## src/hdl/rsw_pkg.sv

```systemverilog
// constants and types of the reset source and watchdog block
package rsw_pkg;
  // register indexes, byte address is four times the index
  localparam logic [7:0] RSW_IDX_DOG = 8'hff;
  localparam logic [7:0] RSW_IDX_SRC = 8'hef;
  localparam logic [11:0] RSW_ADDR_DOG = {2'h0, RSW_IDX_DOG, 2'h0};
  localparam logic [11:0] RSW_ADDR_SRC = {2'h0, RSW_IDX_SRC, 2'h0};
  // reset source register bits
  localparam int RSW_SRC_PIN = 0;
  localparam int RSW_SRC_POR = 1;
  localparam int RSW_SRC_CLK = 2;
  localparam int RSW_SRC_DOG = 3;
  localparam int RSW_SRC_SW = 4;
  localparam int RSW_SRC_CMP = 5;
  localparam int RSW_SRC_CNV = 6;
  localparam logic [6:0] RSW_CAUSE_RST = 7'h02;
  // watchdog control codes and fields
  localparam logic [7:0] RSW_DOG_ENABLE = 8'ha5;
  localparam logic [7:0] RSW_DOG_DIS1 = 8'hde;
  localparam logic [7:0] RSW_DOG_DIS2 = 8'had;
  localparam logic [7:0] RSW_DOG_LOCK = 8'hff;
  localparam int RSW_DOG_KEY_BIT = 7;
  localparam int RSW_DOG_ACT_BIT = 4;
  localparam logic [2:0] RSW_DOG_INT_RST = 3'h7;
  localparam logic [2:0] RSW_DOG_WIN = 3'h4;
  localparam int RSW_DOG_EXP_OFS = 3;
  localparam int RSW_DOG_W = 21;
  // timing at 50 MHz
  localparam int RSW_CLK_KHZ = 50000;
  localparam int RSW_POR_TIME_MS = 100;
  localparam int RSW_POR_CYC = RSW_POR_TIME_MS * RSW_CLK_KHZ;
  localparam logic [22:0] RSW_PIN_HOLD_CYC = 23'd12;
  // values presented to the rest of the chip
  localparam logic [7:0] RSW_PORT_LATCH_RST = 8'hff;
  localparam logic [15:0] RSW_RESET_VECTOR = 16'h0000;
  typedef enum logic [1:0] {RSW_RUN, RSW_HOLD, RSW_STRETCH} rsw_state_t;
endpackage

```

## src/hdl/rsw_sync.sv

```systemverilog
// two flip-flop synchroniser for pin level inputs
`timescale 1ns/1ns
module rsw_sync #(
  parameter int W = 1,
  parameter logic [W-1:0] RST_VAL = '0
) (
  input wire logic pclk,
  input wire logic presetn,
  input wire logic [W-1:0] d,
  output logic [W-1:0] q
);
  logic [W-1:0] meta_q;
  logic [W-1:0] meta_d;
  logic [W-1:0] q_d;

  always_comb begin
    meta_d = d;
    q_d = meta_q;
  end

  always_ff @(posedge pclk or negedge presetn) begin
    if (!presetn) begin
      meta_q <= RST_VAL;
      q <= RST_VAL;
    end else begin
      meta_q <= meta_d;
      q <= q_d;
    end
  end
endmodule

```

## src/hdl/rsw_dog.sv

```systemverilog
// watchdog timer with unlock, lockout and interval
`timescale 1ns/1ns
module rsw_dog
  import rsw_pkg::*;
(
  input wire logic pclk,
  input wire logic presetn,
  input wire logic sys_rst,
  input wire logic wr,
  input wire logic [7:0] wdata,
  output logic active,
  output logic [2:0] interval,
  output logic overflow
);
  logic en_q, en_d;
  logic lock_q, lock_d;
  logic pend_q, pend_d;
  logic [2:0] win_q, win_d;
  logic [2:0] int_q, int_d;
  logic [RSW_DOG_W-1:0] cnt_q, cnt_d;
  logic [RSW_DOG_W-1:0] limit;

  // 4^(3+n) = 2^(6+2n) cycles
  always_comb begin
    limit = '0;
    limit[2 * (RSW_DOG_EXP_OFS + 32'(int_q))] = 1'b1;
  end

  always_comb begin
    en_d = en_q;
    lock_d = lock_q;
    pend_d = pend_q;
    win_d = win_q;
    int_d = int_q;
    cnt_d = cnt_q;
    overflow = 1'b0;
    if (sys_rst) begin
      en_d = 1'b1;
      cnt_d = '0;
      lock_d = 1'b0;
      pend_d = 1'b0;
      win_d = '0;
      int_d = RSW_DOG_INT_RST;
    end else begin
      if (en_q) begin
        if (cnt_q >= limit - RSW_DOG_W'(1)) begin
          overflow = 1'b1;
          cnt_d = '0;
        end else begin
          cnt_d = cnt_q + RSW_DOG_W'(1);
        end
      end
      if (pend_q) begin
        win_d = win_q + 3'h1;
        if (win_q == RSW_DOG_WIN - 3'h1) begin
          pend_d = 1'b0;
        end
      end
      if (wr) begin
        pend_d = 1'b0;
        if (!wdata[RSW_DOG_KEY_BIT]) begin
          int_d = wdata[2:0];
        end
        if (wdata == RSW_DOG_ENABLE) begin
          en_d = 1'b1;
          cnt_d = '0;
        end else if (wdata == RSW_DOG_DIS1) begin
          pend_d = 1'b1;
          win_d = '0;
        end else if (wdata == RSW_DOG_DIS2 && pend_q && win_q < RSW_DOG_WIN && !lock_q) begin
          en_d = 1'b0;
        end else if (wdata == RSW_DOG_LOCK) begin
          lock_d = 1'b1;
        end
      end
    end
  end

  always_ff @(posedge pclk or negedge presetn) begin
    if (!presetn) begin
      en_q <= 1'b1;
      lock_q <= 1'b0;
      pend_q <= 1'b0;
      win_q <= '0;
      int_q <= RSW_DOG_INT_RST;
      cnt_q <= '0;
    end else begin
      en_q <= en_d;
      lock_q <= lock_d;
      pend_q <= pend_d;
      win_q <= win_d;
      int_q <= int_d;
      cnt_q <= cnt_d;
    end
  end

  assign active = en_q;
  assign interval = int_q;
endmodule

```

## src/hdl/rsw_ctrl.sv

```systemverilog
// reset source controller with apb registers and watchdog
//
// Added by the designer: the APB slave port and the address map.
`timescale 1ns/1ns
module rsw_ctrl
  import rsw_pkg::*;
#(
  parameter int POR_CYCLES = RSW_POR_CYC
) (
  input wire logic pclk,
  input wire logic presetn,
  input wire logic psel,
  input wire logic penable,
  input wire logic pwrite,
  input wire logic [11:0] paddr,
  input wire logic [31:0] pwdata,
  output logic [31:0] prdata,
  output logic pready,
  output logic pslverr,
  input wire logic supply_low,
  input wire logic supply_monitor_enable_pin,
  input wire logic rst_pin_i,
  output logic rst_pin_o,
  output logic rst_pin_oe,
  input wire logic convert_start_input,
  input wire logic cmp_out,
  input wire logic clock_missing,
  input wire logic clock_stable,
  output logic clock_loss_enable,
  output logic adc_convert_start_n,
  output logic sys_rst,
  output logic clock_default_sel,
  output logic [7:0] port_latch_init,
  output logic [15:0] reset_vector
);
  localparam logic [22:0] POR_LOAD = 23'(POR_CYCLES - 1);

  rsw_state_t state_q, state_d;
  logic [22:0] cnt_q, cnt_d;
  logic [6:0] cause_q, cause_d;
  logic drive_q, drive_d;
  logic [2:0] drive_hist_q, drive_hist_d;
  logic supply_sel_q, supply_sel_d;
  logic clk_en_q, clk_en_d;
  logic cmp_en_q, cmp_en_d;
  logic cnv_en_q, cnv_en_d;
  logic cnv_pass_q, cnv_pass_d;
  logic [31:0] rdata_q, rdata_d;

  logic supply_low_s, mon_en_s, pin_s, cnv_s, cmp_s, clk_miss_s, clk_stable_s;
  logic setup, access, wr_acc;
  logic sel_dog, sel_src;
  logic dog_active, dog_ovf;
  logic [2:0] dog_int;
  logic src_supply, src_pin, src_clk, src_cmp, src_cnv;
  logic force_por, force_sw, level_any, por_class;
  logic [6:0] new_cause;

  // pin level inputs: idle values chosen as not-in-reset, except clock_stable which starts low and holds reset
  rsw_sync #(.W(7), .RST_VAL(7'h1c)) u_sync (
    .pclk(pclk),
    .presetn(presetn),
    .d({supply_low, supply_monitor_enable_pin, rst_pin_i, convert_start_input, cmp_out,
        clock_missing, clock_stable}),
    .q({supply_low_s, mon_en_s, pin_s, cnv_s, cmp_s, clk_miss_s, clk_stable_s})
  );

  // address decode, used for reads and writes
  function automatic logic [1:0] decode(input logic [11:0] a);
    if (a == RSW_ADDR_DOG) begin
      decode = 2'h1;
    end else if (a == RSW_ADDR_SRC) begin
      decode = 2'h2;
    end else begin
      decode = 2'h0;
    end
  endfunction

  assign setup = psel && !penable;
  assign access = psel && penable;
  assign sel_dog = decode(paddr) == 2'h1;
  assign sel_src = decode(paddr) == 2'h2;
  assign wr_acc = access && pwrite && state_q == RSW_RUN;
  assign pready = 1'b1;
  assign pslverr = access && decode(paddr) == 2'h0;
  assign prdata = rdata_q;

  rsw_dog u_dog (
    .pclk(pclk),
    .presetn(presetn),
    .sys_rst(sys_rst),
    .wr(wr_acc && sel_dog),
    .wdata(pwdata[7:0]),
    .active(dog_active),
    .interval(dog_int),
    .overflow(dog_ovf)
  );

  // read data captured in the setup cycle
  always_comb begin
    rdata_d = rdata_q;
    if (setup) begin
      rdata_d = '0;
      if (sel_dog) begin
        rdata_d[RSW_DOG_ACT_BIT] = dog_active;
        rdata_d[2:0] = dog_int;
      end else if (sel_src) begin
        rdata_d[6:0] = cause_q;
      end
    end
  end

  // reset requests
  always_comb begin
    src_supply = mon_en_s && supply_sel_q && supply_low_s;
    // own drive of the pin reads back low; ignore it until it has settled
    src_pin = !pin_s && !drive_q && drive_hist_q == 3'h0;
    src_clk = clk_en_q && clk_miss_s;
    src_cmp = cmp_en_q && !cmp_s;
    src_cnv = cnv_en_q && !cnv_s;
    force_por = wr_acc && sel_src && pwdata[RSW_SRC_PIN];
    force_sw = wr_acc && sel_src && pwdata[RSW_SRC_SW];
    level_any = src_supply || src_pin || src_clk || src_cmp || src_cnv;
    por_class = src_supply || force_por;
    new_cause = '0;
    if (por_class) begin
      new_cause[RSW_SRC_POR] = 1'b1;
    end else if (src_pin) begin
      new_cause[RSW_SRC_PIN] = 1'b1;
    end else if (src_clk) begin
      new_cause[RSW_SRC_CLK] = 1'b1;
    end else if (src_cmp) begin
      new_cause[RSW_SRC_CMP] = 1'b1;
    end else if (src_cnv) begin
      new_cause[RSW_SRC_CNV] = 1'b1;
    end else if (force_sw) begin
      new_cause[RSW_SRC_SW] = 1'b1;
    end else if (dog_ovf) begin
      new_cause[RSW_SRC_DOG] = 1'b1;
    end
  end

  // reset sequencer
  always_comb begin
    state_d = state_q;
    cnt_d = cnt_q;
    cause_d = cause_q;
    drive_d = drive_q;
    supply_sel_d = supply_sel_q;
    clk_en_d = clk_en_q;
    cmp_en_d = cmp_en_q;
    cnv_en_d = cnv_en_q;
    case (state_q)
      RSW_RUN: begin
        if (new_cause != 7'h00) begin
          state_d = RSW_HOLD;
          cause_d = new_cause;
          drive_d = por_class;
        end else if (wr_acc && sel_src) begin
          supply_sel_d = pwdata[RSW_SRC_POR];
          clk_en_d = pwdata[RSW_SRC_CLK];
          cmp_en_d = pwdata[RSW_SRC_CMP];
          cnv_en_d = pwdata[RSW_SRC_CNV];
        end
      end
      RSW_HOLD: begin
        if (src_supply) begin
          cause_d = 7'h00;
          cause_d[RSW_SRC_POR] = 1'b1;
          drive_d = 1'b1;
        end else if (!level_any) begin
          state_d = RSW_STRETCH;
          cnt_d = drive_q ? POR_LOAD : RSW_PIN_HOLD_CYC - 23'd1;
        end
      end
      default: begin
        if (level_any) begin
          state_d = RSW_HOLD;
          if (src_supply) begin
            cause_d = 7'h00;
            cause_d[RSW_SRC_POR] = 1'b1;
            drive_d = 1'b1;
          end
        end else if (cnt_q != 23'd0) begin
          cnt_d = cnt_q - 23'd1;
        end else if (clk_stable_s) begin
          state_d = RSW_RUN;
          drive_d = 1'b0;
          supply_sel_d = 1'b1;
          clk_en_d = 1'b0;
          cmp_en_d = 1'b0;
          cnv_en_d = 1'b0;
        end
      end
    endcase
  end

  // pin echo history and conversion start gating
  always_comb begin
    drive_hist_d = {drive_hist_q[1:0], drive_q};
    cnv_pass_d = cnv_en_q ? 1'b1 : cnv_s;
  end

  always_ff @(posedge pclk or negedge presetn) begin
    if (!presetn) begin
      state_q <= RSW_STRETCH;
      cnt_q <= POR_LOAD;
      cause_q <= RSW_CAUSE_RST;
      drive_q <= 1'b1;
      drive_hist_q <= 3'h7;
      supply_sel_q <= 1'b1;
      clk_en_q <= 1'b0;
      cmp_en_q <= 1'b0;
      cnv_en_q <= 1'b0;
      cnv_pass_q <= 1'b1;
      rdata_q <= '0;
    end else begin
      state_q <= state_d;
      cnt_q <= cnt_d;
      cause_q <= cause_d;
      drive_q <= drive_d;
      drive_hist_q <= drive_hist_d;
      supply_sel_q <= supply_sel_d;
      clk_en_q <= clk_en_d;
      cmp_en_q <= cmp_en_d;
      cnv_en_q <= cnv_en_d;
      cnv_pass_q <= cnv_pass_d;
      rdata_q <= rdata_d;
    end
  end

  // outputs to the rest of the chip
  assign sys_rst = state_q != RSW_RUN;
  assign clock_default_sel = sys_rst;
  assign port_latch_init = RSW_PORT_LATCH_RST;
  assign reset_vector = RSW_RESET_VECTOR;
  assign rst_pin_o = 1'b0;
  assign rst_pin_oe = drive_q;
  assign clock_loss_enable = clk_en_q;
  assign adc_convert_start_n = cnv_pass_q;
endmodule

```

## config.mk

```make
export PLATFORM = sky130hd
export DESIGN_NAME = rsw_ctrl
export DESIGN_NICKNAME = d
export VERILOG_FILES = /design/src/hdl/rsw_pkg.sv /design/src/hdl/rsw_sync.sv /design/src/hdl/rsw_dog.sv /design/src/hdl/rsw_ctrl.sv
export SDC_FILE = /design/constraint.sdc
export NUM_CORES = 1
export LEC_CHECK = 0
export ABC_AREA = 1
export BUFFER_PORTS_ARGS = -buffer_cell sky130_fd_sc_hd__buf_2
export CORE_AREA = 2 2 116 107
export DETAILED_ROUTE_END_ITERATION = 7
export DIE_AREA = 0 0 118 109
export PLACE_DENSITY = 0.72
export RECOVER_POWER = 100
export SYNTH_ARGS = -nofsm -noshare
export SYNTH_HDL_FRONTEND = slang
export SYNTH_SLANG_ARGS = --single-unit
```

## constraint.sdc

```tcl
create_clock -name pclk -period 2.2 [get_ports pclk]
set_clock_uncertainty 0.05 [all_clocks]
set_input_delay 0.11 -clock pclk [delete_from_list [all_inputs] [get_ports pclk]]
set_output_delay 0.11 -clock pclk [all_outputs]
set_load 0.01 [all_outputs]
```

==> metrics.csv, run 1 <==
metric,value,unit
mapped cell area,5720,um^2
area of the core,11700,um^2
die area,12900,um^2
final setup vio count,34,
Worst setup EP type,flop,
#FFs+latches synth,92,
Iter 0 DRT Violations,299,
IO Pins,120,
placed cells,957,
"leading cell type in the layout, fill and taps excluded",nand2_1,
die span in y,109,um
distinct cell type count after synthesis,48,
I/O Buffers,44,
Rows,38,
fin crit share,116,%
"antenna viol nets, final",0,
CTS Sinks,92,
"Slew Viols, Final",32,
starting density of the core,48.7,%
Longest Clk Path Bufs,2,
worst vdd ir,0.667,mV
HP Class,input pin to flop,
vias per std cell,4.96,
largest net degree at the start of global routing,40,
yosys warns,0,
failing checks,"capacitance limit, slew limit, setup timing",
crit path time final,2.56,ns
cts bufs inserted,9,
power per cell area,974,nW/um^2
top area cells in the synthesized netlist,"dfrtp_1 (27%), dfstp_2 (14%), nand2_1 (11%)",
Lkg Pwr,3.36,nW
post-route insts no fill,990,
asr flop ratio synth,100,%
DR pass1 iterations,5,
RSZ-0062 raised after global routing,yes,
initial antenna violation count,0,
ANT cells,0,
Worst-Skew Late Latency,0.35,ns
FILL cells,1120,
number of synthesized flops with an enable pin,0,
Vias,4909,
status,"finished, violations left",
Setup Crit Path Kind,flop to flop,
GP Congestion,0.847,
Max Fclk,391,MHz
first-pass GRT wire length,21900,um
H-Tree Depth,3,
sequential share of the synthesized area,41.0,%
Worst Path Arrival,2.77,ns
setup slack after layout,-0.359,ns
Wirelength per Cell,12.7,um
critical path peak fanout,20,
largest area contributor in the netlist,dfrtp_1,
Layout Nets,905,
cell count after synthesis,726,
layout cells sized above 1,19.8,%
Max Cap Viol,1,
Layout area overhead,16.5,%
Relative slew margins,-20.5,%
vias in the first global route,4627,
clock slew at reported path FFs,0.07,ns
Pwr Total,6.49,mW
startpoint types,flop,
All-Layer GR Usage,21.0,%
most frequent cells in the layout,"nand2_1 (161), inv_1 (85), nor2_1 (81), dfrtp_1 (61), conb_1 (54)",
DRT Wirelength,12600,um
Final Util,56.7,%
Post-Place Setup Slack,-0.380,ns
CP required,2.41,ns
slew at the pin closest to its max-slew limit,1.81,ns
CTS tree,yes,
final hold vios,0,
Clk Tree Root Cell,clkbuf_16,
Syn Area/Cell,7.87,um^2
"Remaining Overflow, GRT",0,
detailed placer's ending HPWL,9480,um
area share of the largest cell type after synthesis,26.7,%
Post-synth top flop,dfrtp_1,
DIE WIDTH,118,um
DRC errors left,0,
==> area by class of cell <==
cell class / instances / area [um^2] / area share (%)
clock buffers: 9 / 225 / 3.38
clock inverters: 7 / 76.3 / 1.15
inverters: 91 / 345 / 5.18
multi-input cells: 535 / 2850 / 42.7
flip-flops and latches: 92 / 2340 / 35.1
well taps: 160 / 200 / 3.01
repair buffers: 96 / 626 / 9.39
==> critical path, cell delays in order (launching register included) <==
cell and delay (ns):
dfstp_2 0.55, inv_2 0.04, or2_4 0.23, o21ai_1 0.12
o21ai_1 0.08, ha_1 0.34, nand2_1 0.10, inv_1 0.04
nand2_1 0.06, nand2_1 0.04, a21oi_1 0.13, nand4_1 0.15
nand2_1 0.13, nand2_2 0.07, buf_12 0.16, a221oi_2 0.17
==> stage by stage <==
stage	area (um^2)	setup TNS, ns	hold WS (ns)
after floorplan	5960	-2.87	-0.236
after global placement	6230	-9.11	0.0311
after detailed placement	6230	-10.18	0.0313
after CTS	6690	-9.61	0.0435
after global routing	6660	-23.34	0.0691
final	6660	-10.46	0.0562
==> logic make-up after synthesis <==
family | count (synthesis) | synth area share [%]
buffers and inverters | 151 | 13.5
adders and majority gates | 24 | 5.25
xor gates and xnor gates | 12 | 1.84
other | 2 | 0.131
and+or+nand+nor | 361 | 29.7
DFF | 92 | 41.0
AOI/OAI and AO/OA | 84 | 8.63
==> worst paths after layout <==
path / from / end / slack, ns / cells past startpoint
setup / recovery: u_dog.interval[0] / u_dog.cnt_q[12] / -0.36 / 15
hold / removal: pwdata[1] / u_dog.interval[1] / 0.06 / 3
setup reg to reg: u_dog.interval[0] / u_dog.cnt_q[12] / -0.36 / 15
hold reg to reg: u_sync.meta_q[1] / u_sync.q[1] / 0.30 / 0
max in group asynchronous: presetn / u_sync.meta_q[3] / 0.16 / 3
min in group asynchronous: presetn / u_dog.cnt_q[1] / 0.74 / 2
==> cell usage after synthesis, types with 2 or more instances <==
| library cell | count |
|---|---|
| xnor2_1 | 3 |
| o21ai_0 | 29 |
| nand3_1 | 33 |
| a21oi_1 | 25 |
| xor2_1 | 9 |
| nor3b_1 | 5 |
| a31oi_1 | 7 |
| clkbuf_1 | 3 |
| nor3_2 | 3 |
| conb_1 | 2 |
| nor2_4 | 4 |
| inv_2 | 3 |
| nor2_2 | 9 |
| dfrtp_1 | 61 |
| a22oi_1 | 7 |
| nand3_2 | 2 |
| buf_4 | 54 |
| nor3_1 | 15 |
| buf_2 | 3 |
| nand4_1 | 22 |
| ha_1 | 24 |
| o21ai_2 | 2 |
| or2_2 | 4 |
| o31ai_1 | 3 |
| inv_1 | 88 |
| dfstp_2 | 31 |
| a211oi_1 | 3 |
| nand3b_1 | 3 |
| nor2_1 | 80 |
| nand2_1 | 163 |
| nor4_1 | 2 |
| nand2_2 | 8 |
==> flip-flops by register name (all words and copies together) (netlist names), 7 cells and up <==
signal and count:
cnt_q 23, u_sync.meta_q 7, u_sync.q 7, prdata 7, u_dog.cnt_q 21, cause_q 7
==> what timing repair did <==
action                                  4_1_cts  5_1_grt
hold buffers                                 11        0
endpoints found under the setup margin       34       50
pin swaps                                     4        5
endpoints found under the hold margin        40        0
resized for setup                             4        5
buffers inserted                              4        2
==> report_power, final <==
part / total (mW) / switching, mW / leakage, nW / internal [mW]
Sequential: 2.39 / 0.240 / 1.14 / 2.15
Combinational: 2.55 / 1.63 / 2.07 / 0.923
Clock: 1.55 / 0.742 / 0.149 / 0.810
Total: 6.49 / 2.61 / 3.36 / 3.88
==> layer usage <==
metal | wire, um | GRT usage (%)
met5 | 0 | 0
met4 | 155 | 5.68
met3 | 639 | 4.50
met2 | 5820 | 34.8
met1 | 5980 | 28.3
(Power assumes the default switching activity.)
==> inputs of run 2 (changes only) <==
--- a/config.mk
+++ b/config.mk
@@ -15,3 +15,4 @@
 export SYNTH_ARGS = -nofsm -noshare
 export SYNTH_HDL_FRONTEND = slang
 export SYNTH_SLANG_ARGS = --single-unit
+export TNS_END_PERCENT = 50
==> run 2 against run 1 <==
The flow finishes with violations (setup timing); sequential power about the same; count of clock-buffer cells in the layout is the same; largest cell class unchanged; largest power group unchanged; global-route usage fell by 0.83 points; design area rose by 1.4%; critical endpoint is now cause_q[4]; routed wire length decreased by 2.1%.
==> metrics.csv, run 2 (synthesis results as in run 1) <==
metric,value,unit
status,"finished, violations left",
failing checks,setup timing,
final hold vios,0,
vias per std cell,4.83,
I/O Buffers,44,
DRT Wirelength,12300,um
met2 Track Usage GR,35.0,%
worst vdd ir,0.700,mV
DIE WIDTH,118,um
setup slack after layout,-0.367,ns
CP required,2.38,ns
DR pass1 iterations,5,
HP Class,input pin to flop,
Worst Path Arrival,2.75,ns
Iter 0 DRT Violations,320,
placed cells,958,
critical path peak fanout,7,
startpoint types,flop,
initial antenna violation count,0,
Most Crowded Layer GR,met2,
placed instance area,6240,um^2
Largest register FFs,23,
All-Layer GR Usage,20.2,%
Layout Nets,904,
Worst-Skew Late Latency,0.34,ns
Pwr Total,6.55,mW
IO Pins,120,
clock slew at reported path FFs,0.07,ns
biggest regs,"cnt_q: 23 flops, u_dog.cnt_q: 21 flops",
setup tns final,-9.96,ns
Rows,38,
RSZ-0062 raised after global routing,yes,
area of the core,11700,um^2
Post-Place Setup Slack,-0.372,ns
Hold WS,0.0769,ns
Longest Clk Path Bufs,2,
Layout area overhead,18.2,%
starting density of the core,48.7,%
Final Util,57.5,%
Max Cap Viol,0,
H-Tree Depth,3,
vias in the first global route,4589,
"Remaining Overflow, GRT",0,
ANT cells,0,
DRC errors left,0,
Wirelength per Cell,12.5,um
Setup Crit Path Kind,flop to flop,
"leading cell type in the layout, fill and taps excluded",nand2_1,
CTS Sinks,92,
Vias,4776,
largest net degree at the start of global routing,62,
die span in y,109,um
"antenna viol nets, final",0,
Relative slew margins,43.5,%
slew at the pin closest to its max-slew limit,0.848,ns
detailed placer's ending HPWL,9040,um
Worst setup EP type,flop,
met1 Use GR,26.3,%
Clk Tree Root Cell,clkbuf_16,
M3 GR Usage,3.66,%
power per cell area,969,nW/um^2
Max Fclk,390,MHz
first-pass GRT wire length,21200,um
layout cells sized above 1,23.6,%
Lkg Pwr,3.43,nW
crit path time final,2.57,ns
final setup vio count,34,
"Slew Viols, Final",0,
cts bufs inserted,9,
post-route insts no fill,989,
largest register by flop count,cnt_q,
fin crit share,117,%
die area,12900,um^2
most frequent cells in the layout,"nand2_1 (156), inv_1 (84), nor2_1 (77), dfrtp_1 (61), conb_1 (54)",
CTS tree,yes,
GP Congestion,0.866,
fin area,6760,um^2
==> run 2: cell types whose count changed in the layout (fill, tap and decap cells not counted), sizes merged <==
cell / previous run / this run
clkinvlp: 1 / 0
buf: 69 / 82
clkinv: 2 / 5
clkbuf: 25 / 11
inv: 95 / 93
==> run 2: path summary, 6_finish.rpt <==
path | to | cells past startpoint | slack [ns] | from
max | cause_q[4] | 16 | -0.37 | u_dog.interval[1]
min | u_dog.interval[1] | 3 | 0.08 | pwdata[1]
max reg2reg | cause_q[4] | 16 | -0.37 | u_dog.interval[1]
min reg2reg | u_sync.q[0] | 0 | 0.30 | u_sync.meta_q[0]
max in group asynchronous | drive_hist_q[0] | 3 | 0.88 | presetn
min in group asynchronous | u_dog.cnt_q[2] | 2 | 0.36 | presetn
==> run 2: critical path, cell delays in order (launching register included) <==
cell and delay (ns):
dfstp_2 0.56, nand2_1 0.10, nor2_2 0.18, nand2_1 0.09, ha_1 0.30, nand2_1 0.07
nor2_1 0.18, nand2_1 0.10, nor2_1 0.10, nand2_1 0.06, nand4_1 0.11, buf_4 0.13
nand3_4 0.07, nand3_4 0.11, o21ai_4 0.10, nand2_1 0.08, nand2_1 0.05
==> run 2: cell type report <==
type / count / area, um^2
fillers: 1045 / 4990
inverters: 91 / 342
repair buffers: 95 / 677
well taps: 160 / 200
flip-flops and latches: 92 / 2340
clock inverters: 7 / 50.0
multi-input cells: 535 / 2920
clock buffers: 9 / 225
==> run 2: repair_timing <==
item / CTS / global route
setup endpoints to repair: 35 / 55
cloned: 0 / 2
resized for setup: 9 / 14
buffers inserted: 2 / 0
endpoints found under the hold margin: 41 / 0
hold buffers: 11 / 0
pin swaps: 8 / 10
==> run 2: metal layers <==
layer	up-vias	wire [um]
met5	-	0
met1	2205	5770
met4	0	163
li1	2449	-
met2	106	5910
met3	16	501
==> run 2: power by group <==
group	switching, mW	total [mW]	leakage (nW)	internal (mW)
Clock	0.676	1.45	0.140	0.772
Combinational	1.68	2.72	2.14	1.04
Sequential	0.231	2.38	1.14	2.15
